==> src/shared/dtc_defines.vh <==
// Register offsets, field positions, reset values and timing counts of the dual timer/counter.
`ifndef DTC_DEFINES_VH
`define DTC_DEFINES_VH

// ****************************************************************
// Register offsets on the special function register port.
// ****************************************************************
`define DTC_ADDR_CTRL      8'h88
`define DTC_ADDR_MODE      8'h89
`define DTC_ADDR_A_LOW     8'h8A
`define DTC_ADDR_B_LOW     8'h8B
`define DTC_ADDR_A_HIGH    8'h8C
`define DTC_ADDR_B_HIGH    8'h8D

// ****************************************************************
// Field positions in timer_control_flags.
// ****************************************************************
`define DTC_CTL_B_OVF      7
`define DTC_CTL_B_RUN      6
`define DTC_CTL_A_OVF      5
`define DTC_CTL_A_RUN      4
`define DTC_CTL_XB_FLAG    3
`define DTC_CTL_XB_TYPE    2
`define DTC_CTL_XA_FLAG    1
`define DTC_CTL_XA_TYPE    0

// ****************************************************************
// Field positions in timer_mode_select, per four-bit nibble.
// ****************************************************************
`define DTC_NIB_B_LSB      4
`define DTC_NIB_A_LSB      0
`define DTC_NIB_GATE       3
`define DTC_NIB_CT         2
`define DTC_NIB_MODE_MSB   1

// ****************************************************************
// Operating mode encodings.
// ****************************************************************
`define DTC_MODE_13BIT     2'h0
`define DTC_MODE_16BIT     2'h1
`define DTC_MODE_RELOAD    2'h2
`define DTC_MODE_SPLIT     2'h3

// ****************************************************************
// Reset values and timing.
// ****************************************************************
`define DTC_RST_CTRL       8'h00
`define DTC_RST_MODE       8'h00
`define DTC_RST_COUNT      8'h00
`define DTC_MC_CLKS        12

`endif

==> src/rtl/dtc_top.v <==
// Dual timer/counter with external interrupt flags, reached through the special function port.
//
// Operation
// RQ1: Software uses reload mode on timer a only when timer b uses it too.
// RQ2: With gate and run set, count each falling edge of the gating input.
// RQ3: Counter/timer select bit one counts input edges, zero counts machine cycles.
// RQ4: Two 2-bit mode fields, one per timer, select among four modes.
// RQ5: Timer b overflow sets its flag; software or interrupt service clears it. While timer a is split, the flag takes timer a's high-byte overflow instead.
// RQ6: Timer a overflow sets its flag; software or interrupt service clears it.
// RQ7: Timer b counts only while its run bit is set.
// RQ8: Timer a counts only while its run bit is set. In split mode its high byte counts under timer b's run bit instead.
// RQ9: Falling edge on interrupt input b sets its flag; service clears it.
// RQ10: Falling edge on interrupt input a sets its flag; service clears it.
// RQ11: Type bit selects falling edge or low level for each interrupt input.
// RQ12: No software watchdog is built in; the hardware watchdog supervises.
// RQ13: Timer operation advances once per machine cycle of twelve clocks.
// RQ14: Modes are 13-bit, 16-bit, 8-bit auto-reload, and split/stop.
// RQ15: Type zero means low level, type one means falling edge.
// RQ16: Edge recognition takes two machine cycles; inputs hold each level one cycle.
// RQ17: 13-bit and 16-bit counts wrap to zero and keep running.
`timescale 1ns/10ps
`include "dtc_defines.vh"
module dtc_top #(
   parameter MC_CLKS = `DTC_MC_CLKS
) (
   // Clock and reset.
   input  wire       clock_i,
   input  wire       sys_rst_i,
   // Special function register port.
   input  wire [7:0] sfr_addr_i,
   input  wire [7:0] sfr_wdata_i,
   input  wire       sfr_wr_i,
   input  wire       sfr_rd_i,
   output reg  [7:0] sfr_rdata_o,
   // Gating inputs routed from the shared I/O pins.
   input  wire       cnt_a_input_i,
   input  wire       cnt_b_input_i,
   // External interrupt inputs.
   input  wire       ext_irq_a_input_i,
   input  wire       ext_irq_b_input_i,
   // Interrupt service acknowledges.
   input  wire       tmr_a_ack_i,
   input  wire       tmr_b_ack_i,
   input  wire       ext_irq_a_ack_i,
   input  wire       ext_irq_b_ack_i,
   // Interrupt request flags.
   output wire       timer_a_overflow_flag_o,
   output wire       timer_b_overflow_flag_o,
   output wire       ext_irq_a_edge_flag_o,
   output wire       ext_irq_b_edge_flag_o
);

   // ****************************************************************
   // Declarations.
   // ****************************************************************
   localparam [7:0] RST_CTRL = `DTC_RST_CTRL;
   reg  [3:0] presc;
   reg        mc_tick;
   reg  [7:0] timer_mode_select;
   reg        timer_a_run;
   reg        timer_b_run;
   reg        ext_irq_a_type;
   reg        ext_irq_b_type;
   reg        timer_a_overflow_flag;
   reg        timer_b_overflow_flag;
   reg        ext_irq_a_edge_flag;
   reg        ext_irq_b_edge_flag;
   reg  [7:0] next_rdata;
   wire [3:0] fall;
   wire [3:0] low;
   wire [1:0] mode_a;
   wire [1:0] mode_b;
   wire       gate_a;
   wire       gate_b;
   wire       ct_a;
   wire       ct_b;
   wire       src_a;
   wire       src_b;
   wire       tick_a_lo;
   wire       tick_a_hi;
   wire       tick_b_lo;
   wire [7:0] a_low;
   wire [7:0] a_high;
   wire [7:0] b_low;
   wire [7:0] b_high;
   wire       a_ovf_lo;
   wire       a_ovf_hi;
   wire       b_ovf_lo;
   wire       a_ovf_evt;
   wire       b_ovf_evt;
   wire       wr_ctrl;
   wire       wr_mode;
   wire [7:0] ctrl_value;

   // ****************************************************************
   // Helper functions.
   // ****************************************************************
   // Write strobe for one register offset.
   function wr_hit;
      input       wr;
      input [7:0] addr;
      input [7:0] offs;
      begin
         wr_hit = wr & (addr == offs);
      end
   endfunction

   // Sticky flag update: a hardware set wins over any clear in the same cycle.
   function flag_next;
      input cur;
      input set;
      input sw_wr;
      input sw_val;
      input ack;
      begin
         if (set) begin
            flag_next = 1'b1;
         end else if (sw_wr) begin
            flag_next = sw_val;
         end else begin
            flag_next = cur & ~ack;
         end
      end
   endfunction

   // ****************************************************************
   // Machine cycle prescaler.
   // ****************************************************************
   // One pulse every MC_CLKS clocks paces timer counting and input sampling.
   // Supervision stays with the separate hardware watchdog; nothing here restarts the core. RQ12
   always @(posedge clock_i) begin
      if (sys_rst_i) begin
         presc   <= 4'h0;
         mc_tick <= 1'b0;
      end else if (presc == MC_CLKS[3:0] - 4'h1) begin
         presc   <= 4'h0;
         mc_tick <= 1'b1; // RQ13
      end else begin
         presc   <= presc + 4'h1;
         mc_tick <= 1'b0;
      end
   end

   // ****************************************************************
   // Input sampling.
   // ****************************************************************
   // Bits: 0 gating a, 1 gating b, 2 interrupt a, 3 interrupt b.
   // Sampling at machine cycle rate caps the count rate well below the clock. RQ16
   dtc_edge_sampler #(
      .W        (4)
   ) u_sampler (
      .clock_i  (clock_i),
      .sys_rst_i(sys_rst_i),
      .sample_i (mc_tick),
      .level_i  ({ext_irq_b_input_i, ext_irq_a_input_i, cnt_b_input_i, cnt_a_input_i}),
      .fall_o   (fall),
      .low_o    (low)
   );

   // ****************************************************************
   // Mode fields and count sources.
   // ****************************************************************
   // Upper nibble steers timer b, lower nibble timer a.
   assign mode_a = timer_mode_select[`DTC_NIB_A_LSB + 1:`DTC_NIB_A_LSB]; // RQ4
   assign mode_b = timer_mode_select[`DTC_NIB_B_LSB + 1:`DTC_NIB_B_LSB]; // RQ4
   assign gate_a = timer_mode_select[`DTC_NIB_A_LSB + `DTC_NIB_GATE];
   assign gate_b = timer_mode_select[`DTC_NIB_B_LSB + `DTC_NIB_GATE];
   assign ct_a   = timer_mode_select[`DTC_NIB_A_LSB + `DTC_NIB_CT];
   assign ct_b   = timer_mode_select[`DTC_NIB_B_LSB + `DTC_NIB_CT];

   // Counter operation or gate control counts input edges; otherwise machine cycles.
   assign src_a = (ct_a | gate_a) ? fall[0] : mc_tick; // RQ2 RQ3
   assign src_b = (ct_b | gate_b) ? fall[1] : mc_tick; // RQ2 RQ3

   // Run bits stop the count; timer b also stops in its own split mode.
   assign tick_a_lo = timer_a_run & src_a; // RQ8
   assign tick_b_lo = timer_b_run & src_b & (mode_b != `DTC_MODE_SPLIT); // RQ7 RQ14
   // In split mode the high byte of timer a runs on machine cycles under timer b's run bit.
   assign tick_a_hi = timer_b_run & mc_tick & (mode_a == `DTC_MODE_SPLIT); // RQ14

   // ****************************************************************
   // Timer units.
   // ****************************************************************
   dtc_timer_unit u_timer_a (
      .clock_i  (clock_i),
      .sys_rst_i(sys_rst_i),
      .mode_i   (mode_a),
      .tick_lo_i(tick_a_lo),
      .tick_hi_i(tick_a_hi),
      .wr_lo_i  (wr_hit(sfr_wr_i, sfr_addr_i, `DTC_ADDR_A_LOW)),
      .wr_hi_i  (wr_hit(sfr_wr_i, sfr_addr_i, `DTC_ADDR_A_HIGH)),
      .wdata_i  (sfr_wdata_i),
      .low_o    (a_low),
      .high_o   (a_high),
      .ovf_lo_o (a_ovf_lo),
      .ovf_hi_o (a_ovf_hi)
   );

   dtc_timer_unit u_timer_b (
      .clock_i  (clock_i),
      .sys_rst_i(sys_rst_i),
      .mode_i   (mode_b),
      .tick_lo_i(tick_b_lo),
      .tick_hi_i(1'b0),
      .wr_lo_i  (wr_hit(sfr_wr_i, sfr_addr_i, `DTC_ADDR_B_LOW)),
      .wr_hi_i  (wr_hit(sfr_wr_i, sfr_addr_i, `DTC_ADDR_B_HIGH)),
      .wdata_i  (sfr_wdata_i),
      .low_o    (b_low),
      .high_o   (b_high),
      .ovf_lo_o (b_ovf_lo),
      .ovf_hi_o ()
   );

   // While timer a is split, its high byte owns timer b's overflow flag.
   assign a_ovf_evt = a_ovf_lo;
   assign b_ovf_evt = (mode_a == `DTC_MODE_SPLIT) ? a_ovf_hi : b_ovf_lo;

   // ****************************************************************
   // Control and mode registers.
   // ****************************************************************
   assign wr_ctrl = wr_hit(sfr_wr_i, sfr_addr_i, `DTC_ADDR_CTRL);
   assign wr_mode = wr_hit(sfr_wr_i, sfr_addr_i, `DTC_ADDR_MODE);

   // Mode register and the software-owned control bits.
   always @(posedge clock_i) begin
      if (sys_rst_i) begin
         timer_mode_select <= `DTC_RST_MODE;
         timer_a_run       <= RST_CTRL[`DTC_CTL_A_RUN];
         timer_b_run       <= RST_CTRL[`DTC_CTL_B_RUN];
         ext_irq_a_type    <= RST_CTRL[`DTC_CTL_XA_TYPE];
         ext_irq_b_type    <= RST_CTRL[`DTC_CTL_XB_TYPE];
      end else begin
         if (wr_mode) begin
            timer_mode_select <= sfr_wdata_i; // RQ4
         end
         if (wr_ctrl) begin
            timer_a_run    <= sfr_wdata_i[`DTC_CTL_A_RUN]; // RQ8
            timer_b_run    <= sfr_wdata_i[`DTC_CTL_B_RUN]; // RQ7
            ext_irq_a_type <= sfr_wdata_i[`DTC_CTL_XA_TYPE]; // RQ11
            ext_irq_b_type <= sfr_wdata_i[`DTC_CTL_XB_TYPE]; // RQ11
         end
      end
   end

   // ****************************************************************
   // Event flags.
   // ****************************************************************
   // Overflow flags: hardware set, software write, or service acknowledge.
   // An external flag in level mode mirrors the sampled low level instead of latching,
   // so the request drops by itself once the source releases the line.
   always @(posedge clock_i) begin
      if (sys_rst_i) begin
         timer_a_overflow_flag <= 1'b0;
         timer_b_overflow_flag <= 1'b0;
         ext_irq_a_edge_flag   <= 1'b0;
         ext_irq_b_edge_flag   <= 1'b0;
      end else begin
         timer_a_overflow_flag <= flag_next(timer_a_overflow_flag, a_ovf_evt, wr_ctrl,
            sfr_wdata_i[`DTC_CTL_A_OVF], tmr_a_ack_i); // RQ6
         timer_b_overflow_flag <= flag_next(timer_b_overflow_flag, b_ovf_evt, wr_ctrl,
            sfr_wdata_i[`DTC_CTL_B_OVF], tmr_b_ack_i); // RQ5
         if (ext_irq_a_type) begin
            ext_irq_a_edge_flag <= flag_next(ext_irq_a_edge_flag, fall[2], wr_ctrl,
               sfr_wdata_i[`DTC_CTL_XA_FLAG], ext_irq_a_ack_i); // RQ10 RQ15
         end else begin
            ext_irq_a_edge_flag <= low[2]; // RQ11 RQ15
         end
         if (ext_irq_b_type) begin
            ext_irq_b_edge_flag <= flag_next(ext_irq_b_edge_flag, fall[3], wr_ctrl,
               sfr_wdata_i[`DTC_CTL_XB_FLAG], ext_irq_b_ack_i); // RQ9 RQ15
         end else begin
            ext_irq_b_edge_flag <= low[3]; // RQ11 RQ15
         end
      end
   end

   assign timer_a_overflow_flag_o = timer_a_overflow_flag;
   assign timer_b_overflow_flag_o = timer_b_overflow_flag;
   assign ext_irq_a_edge_flag_o   = ext_irq_a_edge_flag;
   assign ext_irq_b_edge_flag_o   = ext_irq_b_edge_flag;

   // ****************************************************************
   // Register read back.
   // ****************************************************************
   assign ctrl_value = {timer_b_overflow_flag, timer_b_run,
                        timer_a_overflow_flag, timer_a_run,
                        ext_irq_b_edge_flag, ext_irq_b_type,
                        ext_irq_a_edge_flag, ext_irq_a_type};

   // Unmapped offsets read as zero.
   always @* begin
      case (sfr_addr_i)
         `DTC_ADDR_CTRL:   next_rdata = ctrl_value;
         `DTC_ADDR_MODE:   next_rdata = timer_mode_select;
         `DTC_ADDR_A_LOW:  next_rdata = a_low;
         `DTC_ADDR_B_LOW:  next_rdata = b_low;
         `DTC_ADDR_A_HIGH: next_rdata = a_high;
         `DTC_ADDR_B_HIGH: next_rdata = b_high;
         default:          next_rdata = 8'h00;
      endcase
   end

   // Read data is registered and returns one cycle after the strobe; zero otherwise.
   always @(posedge clock_i) begin
      if (sys_rst_i) begin
         sfr_rdata_o <= 8'h00;
      end else if (sfr_rd_i) begin
         sfr_rdata_o <= next_rdata;
      end else begin
         sfr_rdata_o <= 8'h00;
      end
   end

endmodule // dtc_top

==> src/rtl/dtc_edge_sampler.v <==
// Per machine cycle sampler that reports falling edges and low levels of a group of inputs.
`timescale 1ns/10ps
module dtc_edge_sampler #(
   parameter W = 4
) (
   // Clock and reset.
   input  wire         clock_i,
   input  wire         sys_rst_i,
   // Sample strobe and inputs.
   input  wire         sample_i,
   input  wire [W-1:0] level_i,
   // Results.
   output reg  [W-1:0] fall_o,
   output wire [W-1:0] low_o
);

   reg [W-1:0] cur;

   // ****************************************************************
   // Sampling.
   // ****************************************************************
   // Inputs are taken once per machine cycle, so an edge is seen only after a high sample
   // and then a low sample; this is why each level must stand for a full machine cycle.
   always @(posedge clock_i) begin
      if (sys_rst_i) begin
         cur    <= {W{1'b1}};
         fall_o <= {W{1'b0}};
      end else if (sample_i) begin
         cur    <= level_i;
         fall_o <= cur & ~level_i;
      end else begin
         fall_o <= {W{1'b0}};
      end
   end

   // The low level follows the latest sample.
   assign low_o = ~cur;

endmodule // dtc_edge_sampler

==> src/rtl/dtc_timer_unit.v <==
// One timer/counter: low and high count bytes with the four operating modes.
`timescale 1ns/10ps
`include "dtc_defines.vh"
module dtc_timer_unit (
   // Clock and reset.
   input  wire       clock_i,
   input  wire       sys_rst_i,
   // Mode and count strobes.
   input  wire [1:0] mode_i,
   input  wire       tick_lo_i,
   input  wire       tick_hi_i,
   // Software writes to the count bytes.
   input  wire       wr_lo_i,
   input  wire       wr_hi_i,
   input  wire [7:0] wdata_i,
   // Count bytes and overflow pulses.
   output reg  [7:0] low_o,
   output reg  [7:0] high_o,
   output reg        ovf_lo_o,
   output reg        ovf_hi_o
);

   reg [7:0] next_low;
   reg [7:0] next_high;

   // ****************************************************************
   // Next count value.
   // ****************************************************************
   // A software write wins over a count in the same cycle, so a reload never loses bits.
   always @* begin
      next_low  = low_o;
      next_high = high_o;
      ovf_lo_o  = 1'b0;
      ovf_hi_o  = 1'b0;
      case (mode_i)
         `DTC_MODE_13BIT: begin
            if (tick_lo_i) begin
               if (low_o[4:0] == 5'h1F) begin
                  next_low  = 8'h00;
                  next_high = high_o + 8'h01;
                  ovf_lo_o  = (high_o == 8'hFF); // RQ17
               end else begin
                  next_low  = {3'h0, low_o[4:0] + 5'h01}; // RQ14
               end
            end
         end
         `DTC_MODE_16BIT: begin
            if (tick_lo_i) begin
               {next_high, next_low} = {high_o, low_o} + 16'h0001; // RQ17
               ovf_lo_o  = &{high_o, low_o};
            end
         end
         `DTC_MODE_RELOAD: begin
            if (tick_lo_i) begin
               if (low_o == 8'hFF) begin
                  next_low = high_o; // RQ14
                  ovf_lo_o = 1'b1;
               end else begin
                  next_low = low_o + 8'h01;
               end
            end
         end
         `DTC_MODE_SPLIT: begin
            if (tick_lo_i) begin
               next_low = low_o + 8'h01; // RQ14
               ovf_lo_o = &low_o;
            end
            if (tick_hi_i) begin
               next_high = high_o + 8'h01;
               ovf_hi_o  = &high_o;
            end
         end
         default: begin
            next_low = low_o;
         end
      endcase
      if (wr_lo_i) begin
         next_low = (mode_i == `DTC_MODE_13BIT) ? {3'h0, wdata_i[4:0]} : wdata_i;
      end
      if (wr_hi_i) begin
         next_high = wdata_i;
      end
   end

   // Count registers.
   always @(posedge clock_i) begin
      if (sys_rst_i) begin
         low_o  <= `DTC_RST_COUNT;
         high_o <= `DTC_RST_COUNT;
      end else begin
         low_o  <= next_low;
         high_o <= next_high;
      end
   end

endmodule // dtc_timer_unit

==> config.mk <==
export PLATFORM = sky130hd
export DESIGN_NAME = dtc_top
export DESIGN_NICKNAME = d
export VERILOG_FILES = /design/src/rtl/dtc_top.v /design/src/rtl/dtc_edge_sampler.v /design/src/rtl/dtc_timer_unit.v
export VERILOG_INCLUDE_DIRS = /design/src /design/src/shared
export SDC_FILE = /design/constraint.sdc
export NUM_CORES = 1
export LEC_CHECK = 0
export CORE_MARGIN = 3
export CORE_UTILIZATION = 64
export CTS_CLUSTER_DIAMETER = 50
export CTS_CLUSTER_SIZE = 25
export DETAILED_ROUTE_END_ITERATION = 7
export DONT_BUFFER_PORTS = 1
export GPL_ROUTABILITY_DRIVEN = 0
export PLACE_DENSITY = 0.8
export SLEW_MARGIN = 15
export SYNTH_ARGS = -nofsm -noshare
export SYNTH_HDL_FRONTEND = slang
export SYNTH_SLANG_ARGS = --single-unit
==> constraint.sdc <==
create_clock -name clock_i -period 2.7 [get_ports clock_i]
set_input_delay 0.27 -clock clock_i [delete_from_list [all_inputs] [get_ports clock_i]]
set_output_delay 0.27 -clock clock_i [all_outputs]
set_load 0.1 [all_outputs]
==> metrics.md <==
| Metric | Value |
|---|---|
| Status | complete, no violations |
| Minimum clock period | 2320 ps |
| Die H | 86.9 um |
| Hold path cells | 1 |
| Fin. Hold Viols | 0 |
| Fin crit share | 0.858 |
| Initial DRC count | 409 |
| Post-DR vias/cell | 7.06 |
| I/O pin count | 40 |
| Post-Synthesis Cell Area | 4190 sq um |
| Total Nets Final | 518 |
| Initial antenna violation count | 0 |
| Largest buffer count on any clock path | 2 |
| Critical path buffers and inverters | 0 |
| Number of synthesized flops with an enable pin | 0 |
| Startpoint Class | flop |
| I/O Buffers | 0 |
| Fin area | 4530 sq um |
| Max-cap violations | 0 |
| Vias in the first global route | 3669 |
| DRT Pass-1 Iters | 5 |
| Antenna Diode Count | 0 |
| GR Util All Layers | 0.333 |
| Register area share after synthesis | 0.330 |
| Post-CTS Setup Bufs | 0 |
| Filler instances | 445 |
| Synth Instances | 488 |
| Hold_buf cts | 6 |
| Layout area overhead | 8.18% |
| Antenna Violating Nets Remaining | 0 |
| CP Class | reg -> reg |
| Crit path max fanout | 6 |
| FMAX | 0.432 GHz |
| CTS Buf Count | 9 |
| Critical Path AT | 2580 ps |
| Root buf cell | clkbuf_8 |
| Top cell type's share of synthesized area | 0.330 |
| Syn_nets | 523 |
| Post-synth cell types | 67 |
| Worst VDD drop | 377 uV |
| DR WL/cell | 21.6 um |
| Worst-Margin Slew | 936 ps |
| Cell taking the most area after synthesis | dfxtp_1 |
| Register area | 1380 sq um |
| Final setup viols | 0 |
| Leak pwr | 1.56 nW |
| Fin util | 0.739 |
| Synth top area cells | dfxtp_1 33%, nor2_1 5.8%, mux4_2 4.3%, mux2i_1 3.8%, a211oi_1 3.4% |
| RSZ-0062 raised after global routing | no |
| Mean Syn Cell Area | 8.58 sq um |
| Flops & latches, synth | 69 |
| Slew Limit Headroom | 0.375 |
| Worst R2R Path Depth | 8 |
| Min-Delay Path Class | in -> reg |
| Area of the multi-input gates | 2640 sq um |
| Most frequent cell after synthesis | dfxtp_1 |
| R2R setup slack | 380 ps |
| Global-route wire length before repair | 19100 um |
| Initial Util | 0.683 |
| CP max stage cell | dfxtp_1 |
| WP depth | 8 |
| Ys flop type | dfxtp_1 |
| DRC | 0 |
| Die area | 7550 sq um |
| Top delay family on crit path | compound AO/OA/AOI/OAI gates |
| Total Wirelength | 12200 um |
| Worst setup EP type | flop |
| Post-synth top cells | 69 x dfxtp_1, 65 x nor2_1, 31 x nand2_1, 20 x nand3_1, 19 x a211oi_1 |
| Fraction of layout cells with a size suffix above 1 | 0.111 |
| Worst-path clk slew | 80 ps |
| Final Max Slew Viols | 0 |
| PwrDens | 469 nW/um^2 |
| Crit-path most repeated cell | ha_1 |
| Worst Path Required | 2960 ps |
| Clock sink total | 69 |
| Chip width | 86.9 um |
| Via count | 3975 |
| Post-Place Cell Area | 4210 sq um |
| DPL Wire Length | 8390 um |
| CTS tree | built |
| H-tree depth | 3 |
| CP peak stage delay | 420 ps |
| Total power | 0.00213 W |
| Clk_skew | 9.89 ps |
| GRT Residual Overflow | 0 |
| Setup TNS | 0 ps |
| Critical path cell sequence | ha_1, and3_1, ha_1, o21ba_2, a21boi_0, o21ai_1, or3_1, a311oi_1 |
| Largest net degree at the start of global routing | 42 |
| Site row count | 28 |
| Core area | 6130 sq um |
| Synth warn | 0 |
| Post-cts sizing count | 0 |
| Skew-Pair Late Insertion Delay | 350 ps |
| FFs w/ async S/R, synth | 0 |
[where the power goes]
part / switching (W) / leakage (nW) / internal [W]
clock network: 0.000422 / 0.120 / 0.000618
registers: 0.00000516 / 0.556 / 0.00102
logic: 0.0000303 / 0.883 / 0.0000289
total: 0.000457 / 1.56 / 0.00167
[worst reg2reg max path: stages (launching register included)]
cell      delay, ps
dfxtp_1         420
ha_1            250
and3_1          170
ha_1            210
o21ba_2         150
a21boi_0        310
o21ai_1         160
or3_1           320
a311oi_1        240
[layer usage]
metal / track usage / share of wire / up-vias
li1: - / - / 1815
met4: 0.164 / 0.046 / 0
met3: 0.116 / 0.14 / 45
met2: 0.491 / 0.42 / 243
met5: 0 / 0 / -
met1: 0.431 / 0.39 / 1872
[area by class of cell]
cell class	count	area share
multi-input cells	379	0.583
flip-flops and latches	69	0.305
repair buffers	14	0.0287
clock buffers	9	0.0273
clock inverters	7	0.0273
well taps	75	0.0207
inverters	10	0.00828
[state kept, by name, indices dropped and copies added (netlist names), 4 cells and up]
signal	cells
u_sampler.cur	4
sfr_rdata_o	8
u_timer_b.low_o	8
timer_mode_select	8
u_timer_a.high_o	8
u_timer_b.high_o	8
u_sampler.fall_o	4
presc	4
u_timer_a.low_o	8
[cells in the final DEF, fill, tap and decap left out, types with 4 or more instances in the layout]
| cell | instances |
|---|---|
| a211o_1 | 7 |
| a211oi_1 | 19 |
| a21oi_1 | 14 |
| a221oi_1 | 6 |
| a22oi_1 | 9 |
| a31oi_1 | 6 |
| and2_1 | 4 |
| and3_1 | 9 |
| buf_4 | 8 |
| clkbuf_8 | 9 |
| dfxtp_1 | 69 |
| dlygate4sd3_1 | 5 |
| ha_1 | 7 |
| inv_1 | 9 |
| mux2_2 | 8 |
| mux2i_1 | 16 |
| mux4_2 | 8 |
| nand2_1 | 31 |
| nand2b_1 | 7 |
| nand3_1 | 20 |
| nand4_1 | 6 |
| nor2_1 | 65 |
| nor2b_1 | 10 |
| nor3_1 | 10 |
| nor3b_1 | 10 |
| nor4_1 | 6 |
| o211ai_1 | 5 |
| o21ai_0 | 11 |
| o21ai_1 | 6 |
| or3_1 | 4 |
| xnor2_1 | 15 |
| xor2_1 | 6 |
[kinds of logic after synthesis]
family	after synthesis	synth area share
AOI/OAI and AO/OA	115	0.203
xor gates and xnor gates	21	0.0439
adders and majority gates	7	0.0209
buffers and inverters	40	0.0397
DFF	69	0.330
muxes	32	0.103
and+or+nand+nor	204	0.260
[worst paths after layout]
check                          start                     to
setup / recovery  u_timer_a.low_o[0]    u_timer_a.high_o[6]
hold / removal             sys_rst_i       u_sampler.cur[3]
setup reg to reg  u_timer_a.low_o[0]    u_timer_a.high_o[6]
hold reg to reg     u_sampler.cur[3]  ext_irq_b_edge_flag_o
[stage by stage]
step	std cells	hold slack (ps)	setup WS [ps]
6_report	563	22.1	384
2_1_floorplan	488	346	634
5_1_grt	563	4.57	198
3_5_place_dp	541	349	435
3_3_place_gp	541	349	541
4_1_cts	563	13.3	415
Power figures use the tool's default switching activity.
